==> src/rtl/cic_map.vh <==
// Purpose: Register map and field positions for the core interrupt control block
// Assumes: AXI4-Lite with 32-bit data, one register per aligned word
// Notes:   Upper bits of every register read as zero
`ifndef CIC_MAP_VH
`define CIC_MAP_VH

// ----------------------------------------
// Offsets
// ----------------------------------------
`define CIC_OFF_CTRL     4'h0
`define CIC_OFF_OPT      4'h4
`define CIC_OFF_PCEN     4'h8
`define CIC_OFF_STAT     4'hC

// ----------------------------------------
// Control register fields
// ----------------------------------------
`define CIC_GIE_BIT      7
`define CIC_PERIPHERAL_IRQ_ENABLE_BIT     6
`define CIC_TZIE_BIT     5
`define CIC_EXIE_BIT     4
`define CIC_PCIE_BIT     3
`define CIC_TZIF_BIT     2
`define CIC_EXIF_BIT     1
`define CIC_PCIF_BIT     0

// ----------------------------------------
// Reset values
// ----------------------------------------
`define CIC_CTRL_RST     7'h00
`define CIC_EN_RST       5'h00
`define CIC_TZIF_RST     1'h0
`define CIC_EXIF_RST     1'h0
`define CIC_OPT_RST      1'h1
`define CIC_PCEN_RST     6'h00
`define CIC_PCIF_RST     1'h0
`define CIC_RESP_OKAY    2'h0
`define CIC_RESP_SLVERR  2'h2

`endif

==> src/rtl/cic_core_irq.v <==
// Purpose: Interrupt control register and request combiner for an 8-bit core
// Assumes: Inputs synchronous to clk_i; timer and peripherals live outside
// Notes:   Registers reached over AXI4-Lite; ext edge select at OPT bit 0
//
// Function
// [RULE1] Flags set on their events regardless of any enable bit.
// [RULE2] Software should clear a flag before enabling its interrupt.
// [RULE3] Global enable bit 7 passes unmasked interrupts; zero blocks all.
// [RULE4] Peripheral enable bit 6 required for any peripheral interrupt.
// [RULE5] Bit 5 enables the timer-zero overflow interrupt.
// [RULE6] Bit 4 enables the external pin interrupt.
// [RULE7] Bit 3 enables the port-change interrupt.
// [RULE8] A pin change counts only when its per-pin enable is set.
// [RULE9] Bit 2 set on timer-zero rollover, held until software clears.
// [RULE10] Reset leaves the timer count unchanged.
// [RULE11] Software should load the timer count before clearing its flag.
// [RULE12] Bit 1 set on external pin edge, held until cleared.
// [RULE13] Bit 0 set when any of pins 5..0 changes, held until cleared.
// [RULE14] Edge select one means rising edge, zero means falling.
// [RULE15] Request when global plus flagged source, or global plus peripheral and its enable; here a flagged source also needs its own enable bit.
// [RULE16] Reset clears bits 7..1; port-change flag left defined low here.
`timescale 1ns/1ps
`include "cic_map.vh"

module cic_core_irq #(
	parameter NPINS = 6
) (
	// Clock and reset
	input  wire              clk_i,
	input  wire              nrst_i,
	// AXI4-Lite write address
	input  wire [3:0]        s_axi_awaddr_i,
	input  wire              s_axi_awvalid_i,
	output reg               s_axi_awready_o,
	// AXI4-Lite write data
	input  wire [31:0]       s_axi_wdata_i,
	input  wire [3:0]        s_axi_wstrb_i,
	input  wire              s_axi_wvalid_i,
	output reg               s_axi_wready_o,
	// AXI4-Lite write response
	output reg  [1:0]        s_axi_bresp_o,
	output reg               s_axi_bvalid_o,
	input  wire              s_axi_bready_i,
	// AXI4-Lite read
	input  wire [3:0]        s_axi_araddr_i,
	input  wire              s_axi_arvalid_i,
	output reg               s_axi_arready_o,
	output reg  [31:0]       s_axi_rdata_o,
	output reg  [1:0]        s_axi_rresp_o,
	output reg               s_axi_rvalid_o,
	input  wire              s_axi_rready_i,
	// Event sources
	input  wire              timer_zero_rollover_i, // [RULE10]
	input  wire              external_irq_pin_i,
	input  wire [NPINS-1:0]  port_a_pins_i,
	input  wire              periph_irq_req_i,
	// Interrupt request
	output reg               core_irq_o
);

	// ----------------------------------------
	// State
	// ----------------------------------------
	reg  [4:0]       en_q;
	wire [2:0]       flag_q;
	wire [7:0]       ctrl_q = {en_q, flag_q};
	reg              edge_sel_q;
	reg  [NPINS-1:0] pcen_q;
	reg              pin_q;
	reg  [NPINS-1:0] port_q;
	reg              prim_q;
	reg  [3:0]       awaddr_q;
	reg  [31:0]      wdata_q;
	reg              aw_have_q;
	reg              w_have_q;

	wire       global_irq_enable             = ctrl_q[`CIC_GIE_BIT];
	wire       peripheral_irq_enable         = ctrl_q[`CIC_PERIPHERAL_IRQ_ENABLE_BIT];
	wire       timer_zero_overflow_enable    = ctrl_q[`CIC_TZIE_BIT];
	wire       ext_pin_irq_enable            = ctrl_q[`CIC_EXIE_BIT];
	wire       port_change_irq_enable        = ctrl_q[`CIC_PCIE_BIT];
	wire       timer_zero_overflow_flag      = ctrl_q[`CIC_TZIF_BIT];
	wire       ext_pin_irq_flag              = ctrl_q[`CIC_EXIF_BIT];
	wire       port_change_irq_flag          = ctrl_q[`CIC_PCIF_BIT];

	// ----------------------------------------
	// Event detection
	// ----------------------------------------
	wire ext_evt  = prim_q & (edge_sel_q ? (external_irq_pin_i & ~pin_q)
	                                     : (~external_irq_pin_i & pin_q)); // [RULE14]
	wire [NPINS-1:0] pin_chg;
	genvar pi;
	generate
		for (pi = 0; pi < NPINS; pi = pi + 1) begin : g_pin
			assign pin_chg[pi] = (port_a_pins_i[pi] ^ port_q[pi]) & pcen_q[pi]; // [RULE8]
		end
	endgenerate
	wire pc_evt   = prim_q & |pin_chg; // [RULE13]
	wire [2:0] evt = {timer_zero_rollover_i, ext_evt, pc_evt}; // [RULE1] [RULE9]

	// ----------------------------------------
	// Event history
	// ----------------------------------------
	always @(posedge clk_i or negedge nrst_i) begin
		if (!nrst_i) begin
			pin_q  <= 1'b0;
			port_q <= {NPINS{1'b0}};
			prim_q <= 1'b0;
		end else begin
			pin_q  <= external_irq_pin_i;
			port_q <= port_a_pins_i;
			prim_q <= 1'b1;
		end
	end

	// ----------------------------------------
	// Write channel
	// ----------------------------------------
	wire        wr_go    = aw_have_q & w_have_q & ~s_axi_bvalid_o;
	wire [3:0]  wa       = awaddr_q;
	wire [31:0] wd       = wdata_q;
	wire        sel_ctrl = (wa == `CIC_OFF_CTRL);
	wire        sel_opt  = (wa == `CIC_OFF_OPT);
	wire        sel_pcen = (wa == `CIC_OFF_PCEN);
	wire        sel_stat = (wa == `CIC_OFF_STAT);
	wire        wmap     = sel_ctrl | sel_opt | sel_pcen | sel_stat;

	reg  [3:0]  wstrb_q;
	wire        wr_b0    = wr_go & wstrb_q[0];
	wire        ctrl_wr  = wr_b0 & sel_ctrl;

	// ----------------------------------------
	// Enable, option and pin-enable registers
	// ----------------------------------------
	always @(posedge clk_i or negedge nrst_i) begin
		if (!nrst_i) begin
			en_q       <= `CIC_EN_RST; // [RULE16]
			edge_sel_q <= `CIC_OPT_RST;
			pcen_q     <= `CIC_PCEN_RST;
		end else begin
			if (ctrl_wr)
				en_q <= wd[7:3];
			if (wr_b0 && sel_opt)
				edge_sel_q <= wd[0];
			if (wr_b0 && sel_pcen)
				pcen_q <= wd[NPINS-1:0]; // [RULE8]
		end
	end

	// ----------------------------------------
	// Flags, set wins over clear
	// ----------------------------------------
	cic_flag #(
		.RST_VAL  (`CIC_TZIF_RST)
	) tz_flag_u (
		.clk_i    (clk_i),
		.nrst_i   (nrst_i),
		.set_i    (evt[2]), // [RULE9]
		.wr_i     (ctrl_wr),
		.wr_val_i (wd[`CIC_TZIF_BIT]),
		.flag_o   (flag_q[2])
	);

	cic_flag #(
		.RST_VAL  (`CIC_EXIF_RST)
	) ex_flag_u (
		.clk_i    (clk_i),
		.nrst_i   (nrst_i),
		.set_i    (evt[1]), // [RULE12]
		.wr_i     (ctrl_wr),
		.wr_val_i (wd[`CIC_EXIF_BIT]),
		.flag_o   (flag_q[1])
	);

	cic_flag #(
		.RST_VAL  (`CIC_PCIF_RST)
	) pc_flag_u (
		.clk_i    (clk_i),
		.nrst_i   (nrst_i),
		.set_i    (evt[0]), // [RULE13]
		.wr_i     (ctrl_wr),
		.wr_val_i (wd[`CIC_PCIF_BIT]),
		.flag_o   (flag_q[0])
	);

	// ----------------------------------------
	// Write handshake
	// ----------------------------------------
	always @(posedge clk_i or negedge nrst_i) begin
		if (!nrst_i) begin
			aw_have_q       <= 1'b0;
			w_have_q        <= 1'b0;
			awaddr_q        <= 4'h0;
			wdata_q         <= 32'h00000000;
			wstrb_q         <= 4'h0;
			s_axi_awready_o <= 1'b0;
			s_axi_wready_o  <= 1'b0;
			s_axi_bvalid_o  <= 1'b0;
			s_axi_bresp_o   <= `CIC_RESP_OKAY;
		end else begin
			s_axi_awready_o <= 1'b0;
			s_axi_wready_o  <= 1'b0;
			if (s_axi_awvalid_i && !aw_have_q && !s_axi_awready_o && !wr_go) begin
				aw_have_q <= 1'b1;
				awaddr_q  <= s_axi_awaddr_i;
				s_axi_awready_o <= 1'b1;
			end
			if (s_axi_wvalid_i && !w_have_q && !s_axi_wready_o && !wr_go) begin
				w_have_q <= 1'b1;
				wdata_q  <= s_axi_wdata_i;
				wstrb_q  <= s_axi_wstrb_i;
				s_axi_wready_o <= 1'b1;
			end
			if (wr_go && aw_have_q && w_have_q) begin
				aw_have_q      <= 1'b0;
				w_have_q       <= 1'b0;
				s_axi_bvalid_o <= 1'b1;
				s_axi_bresp_o  <= wmap ? `CIC_RESP_OKAY : `CIC_RESP_SLVERR;
			end else if (s_axi_bvalid_o && s_axi_bready_i) begin
				s_axi_bvalid_o <= 1'b0;
			end
		end
	end

	// ----------------------------------------
	// Read channel
	// ----------------------------------------
	reg [31:0] rd_d;
	reg        rmap;
	always @* begin
		rmap = 1'b1;
		case (s_axi_araddr_i)
			`CIC_OFF_CTRL: rd_d = {24'h000000, ctrl_q};
			`CIC_OFF_OPT:  rd_d = {31'h00000000, edge_sel_q};
			`CIC_OFF_PCEN: rd_d = {{(32-NPINS){1'b0}}, pcen_q};
			`CIC_OFF_STAT: rd_d = {31'h00000000, core_irq_o};
			default: begin
				rd_d = 32'h00000000;
				rmap = 1'b0;
			end
		endcase
	end

	always @(posedge clk_i or negedge nrst_i) begin
		if (!nrst_i) begin
			s_axi_arready_o <= 1'b0;
			s_axi_rvalid_o  <= 1'b0;
			s_axi_rdata_o   <= 32'h00000000;
			s_axi_rresp_o   <= `CIC_RESP_OKAY;
		end else begin
			s_axi_arready_o <= 1'b0;
			if (s_axi_arvalid_i && !s_axi_arready_o && !s_axi_rvalid_o) begin
				s_axi_arready_o <= 1'b1;
				s_axi_rvalid_o  <= 1'b1;
				s_axi_rdata_o   <= rd_d;
				s_axi_rresp_o   <= rmap ? `CIC_RESP_OKAY : `CIC_RESP_SLVERR;
			end else if (s_axi_rvalid_o && s_axi_rready_i) begin
				s_axi_rvalid_o <= 1'b0;
			end
		end
	end

	// ----------------------------------------
	// Interrupt request
	// ----------------------------------------
	wire tz_src   = timer_zero_overflow_flag & timer_zero_overflow_enable; // [RULE5]
	wire ex_src   = ext_pin_irq_flag & ext_pin_irq_enable; // [RULE6]
	wire pc_src   = port_change_irq_flag & port_change_irq_enable; // [RULE7]
	wire core_src = tz_src | ex_src | pc_src;
	wire per_src  = periph_irq_req_i & peripheral_irq_enable; // [RULE4]

	always @(posedge clk_i or negedge nrst_i) begin
		if (!nrst_i)
			core_irq_o <= 1'b0;
		else
			core_irq_o <= global_irq_enable & (core_src | per_src); // [RULE3] [RULE15]
	end

endmodule

// ----------------------------------------
// Sticky flag, set wins over clear
// ----------------------------------------
module cic_flag #(
	parameter [0:0] RST_VAL = 1'b0
) (
	// Clock and reset
	input  wire clk_i,
	input  wire nrst_i,
	// Event and software write
	input  wire set_i,
	input  wire wr_i,
	input  wire wr_val_i,
	// Flag state
	output reg  flag_o
);

	always @(posedge clk_i or negedge nrst_i) begin
		if (!nrst_i)
			flag_o <= RST_VAL;
		else if (set_i)
			flag_o <= 1'b1; // [RULE1]
		else if (wr_i)
			flag_o <= wr_val_i;
	end

endmodule

==> config.mk <==
export PLATFORM = sky130hd
export DESIGN_NAME = cic_core_irq
export DESIGN_NICKNAME = d
export VERILOG_FILES = /design/src/rtl/cic_core_irq.v
export VERILOG_INCLUDE_DIRS = /design/src /design/src/rtl
export SDC_FILE = /design/constraint.sdc
export NUM_CORES = 1
export LEC_CHECK = 0
export ABC_AREA = 1
export BUFFER_PORTS_ARGS = -buffer_cell sky130_fd_sc_hd__buf_2
export CORE_AREA = 10 10 81 83
export CTS_CLUSTER_SIZE = 12
export DETAILED_ROUTE_END_ITERATION = 16
export DIE_AREA = 0 0 91 93
export GPL_ROUTABILITY_DRIVEN = 0
export PLACE_DENSITY_LB_ADDON = 0.15
export SYNTH_ARGS = -nofsm -noshare
export SYNTH_HDL_FRONTEND = slang
export SYNTH_SLANG_ARGS = --single-unit
==> constraint.sdc <==
create_clock -name clk_i -period 2.1 [get_ports clk_i]
set_input_delay 0.315 -clock clk_i [delete_from_list [all_inputs] [get_ports clk_i]]
set_output_delay 0.315 -clock clk_i [all_outputs]
set_load 0.02 [all_outputs]
==> reports/metrics.cfg <==
[synth]
synth_cell_types=27
postSynthRegisterBits=54
synth_common_cells=85 x nand2_1, 53 x dfrtp_1, 35 x inv_1
postSynth.asyncResetShare_pct=100
avgSynthCellArea_um2=8.85
synth_top_family_by_area=simple AND/OR/NAND/NOR gates
compound_gate_fraction_of_synth_area_pct=9.61
synth_top_area_cell=dfrtp_1
muxShareOfSynthArea_pct=0.906
post-synth-top-area-fraction_pct=53.3
dominant_cell_by_count_in_the_synthesized_netlist=nand2_1
syn-cell-area_mm2=0.00249
synth_top_cells_by_area=dfrtp_1 53%, nand2_1 13%, buf_4 7.9%
synthFlopType=dfrtp_1
synth_xor_xnor_area_share_pct=0
synth_seq_area_share_pct=54.4
simple_gate_area_share_of_the_yosys_netlist_pct=20.2
synth_edf_count=0
synth-warning-count=0
synthCells=281
synth_adder_area_share_pct=0

[clock_tree]
htree_levels=2
cts_root_buffer=clkbuf_8
post_cts_resized=0
cts-buffers-inserted=5
insertion_delay_ns=0.31
post-cts-setup-buffers=0
number_of_buffers_inserted_by_hold_repair_at_cts=0
clock_sinks=54
path_clk_slew_ns=0.10
clock_tree.buffer_depth=2
tritoncts=built

[timing]
hold-worst-slack_ns=0.115
setup_tns_ns=0
setup_viol=0
slew_headroom_pct=55.9
timing.clock.skew_ns=0.00520
finalHoldViolations=0
number_of_pins_exceeding_their_max_slew_limit_in_the_final_report=0
setup_repair_after_global_routing_missed_its_margin=no
post-route-min-period_ns=1.37
maxClockFrequency_mhz=729
worstMarginPinSlew_ns=0.662
finalCritPeriodShare_pct=65.3

[floorplanning]
dieWidth_um=91
design.die.area_mm2=0.00846
core_mm2=0.00501
rows=26
die_outline_height_um=93
initial_utilization_pct=49.6
pin_count=102

[detailed_routing]
drt_wl_total_mm=4.97
route.top_layer_used=met4
routedWlPerCell_um=12.3
met2_wirelength_mm=2.17
drt_first_pass_iters=4
drt_drc_violations_left=0
initialDrtViolationCount=71
vias=1773
wl_met3_um=485
m1WireLength_mm=2.24
viasPerCell=4.40
drtAntennaViolNets=0

[power]
power.combinational.fraction_pct=26.7
p_leak_nw=1.53
switching_power_mw=1.14
peakVddDrop_mv=0.730
power_switching_share_pct=34.4
power.density_cell_area_mw_per_mm2=1170
seqPwrFrac_pct=47.9
clock_power_share_pct=25.4
intPower_mw=2.18

[critical_path]
crit_path_cell_trace=inv_1 -> nand2_1 -> nor2_4 -> mux2_2
crit_arrival_ns=1.57
worstSetupEndpointType=flop
worst_path_max_delay_cell=dfrtp_1
timing.rr.start=w_have_q
critical_path_required_ns=2.30
worstSetupStartpointType=flop
criticalPathCategory=reg -> reg
worst-path-max-fanout=18
ff2ff_setup_slack_ns=0.73
crit_path_start=w_have_q
worst_path_largest_cell_delay_ns=0.43
reg2reg_depth=4

[cells_and_area]
fill_cells=488
drive_gt1_share_pct=22.2
antenna_cells_inserted=0
areaGrowthSynthToFinish_pct=13.8
final_nets=392

[run]
timing.max_cap.violations=0

[grt]
grt_antenna_before_repair=0
grt.total_usage_pct=11.9
grt_pass1_wl_mm=8.44
vias_in_the_first_global_route=1880
gr-total-overflow=0
grt_max_degree=55

[min_path]
min_path_type=in -> async

[placed_design]
detailedPlacementHpwl_mm=3.83
placement.io_buffers=48

[status]
status=finished, final reports clean

sequential cells by signal (all words and copies together), names as in the netlist, 4 cells and up:
signal	cells
wd	8
awaddr_q	4
pcen_q	6
s_axi_rdata_o	8
en_q	5
port_q	6
kinds of logic after synthesis:
logic type	count (synthesis)
compound gates	41
mux	2
simple gates	116
flops	54
other cells	2
buf+inv	66
worst paths after layout:
check,endpoint
setup / recovery,wstrb_q[0]
hold / removal,port_q[1]
setup reg to reg,wstrb_q[0]
hold reg to reg,s_axi_rdata_o[0]
max in group asynchronous,wd[1]
min in group clk_i,port_q[1]
stage by stage:
stage                     instance area [µm²]  total power [mW]  worst slack, ns  util [%]  instances
after CTS                                2830              3.37            0.717      56.5        403
after detailed placement                 2690              2.52            0.718      53.6        395
after global routing                     2830              3.57            0.571      56.5        403
final                                    2830              3.32            0.728      56.5        403
after floorplan                          2580              2.26            0.887         -        306
after global placement                   2690              2.48            0.744      53.6        395
routing by layer:
| metal | global-route usage, % | vias to the layer above |
|---|---|---|
| met4 | 3.92 | 0 |
| met1 | 13.6 | 789 |
| met5 | 0 | - |
| met2 | 19.4 | 57 |
| met3 | 5.76 | 7 |
| li1 | - | 920 |
power groups by stage:
| stage | clock, mW | sequential, mW | combinational (mW) |
|---|---|---|---|
| after floorplan | 0 | 1.63 | 0.623 |
| after global placement | 0 | 1.60 | 0.880 |
| after detailed placement | 0 | 1.61 | 0.908 |
| after CTS | 0.862 | 1.59 | 0.913 |
| after global routing | 0.893 | 1.64 | 1.04 |
| final | 0.844 | 1.59 | 0.889 |
layout by cell type (no fill, tap or decap), drive strengths merged:
| cell | n |
|---|---|
| nor3 | 2 |
| bufinv | 2 |
| inv | 36 |
| o31ai | 1 |
| conb | 27 |
| dfrtp | 53 |
| o21a | 1 |
| mux2 | 2 |
| o21ai | 34 |
| a21oi | 3 |
| a21boi | 1 |
| a41oi | 1 |
| dfstp | 1 |
| nand4 | 3 |
| nand2 | 85 |
| nor2 | 17 |
| clkbuf | 6 |
| buf | 49 |
| nand3 | 9 |
cell type report:
type                            count  area, µm²  share of cell area [%]
Clock inverter                      2       60.1                    2.12
Sequential cell                    54       1350                    47.8
Timing Repair Buffer               49        248                    8.75
Clock buffer                        6       82.6                    2.92
Tap cell                           70       87.6                    3.09
Multi-Input combinational cell    186        865                    30.5
Inverter                           36        135                    4.77
worst max-delay path, delay by kind of cell (launching register included):
family,cells,cell delay [ns]
and+or+nand+nor,2,0.38
muxes,1,0.38
buffers and inverters,1,0.09
DFF,1,0.43
Note: power is estimated with default switching activity, not from simulation.
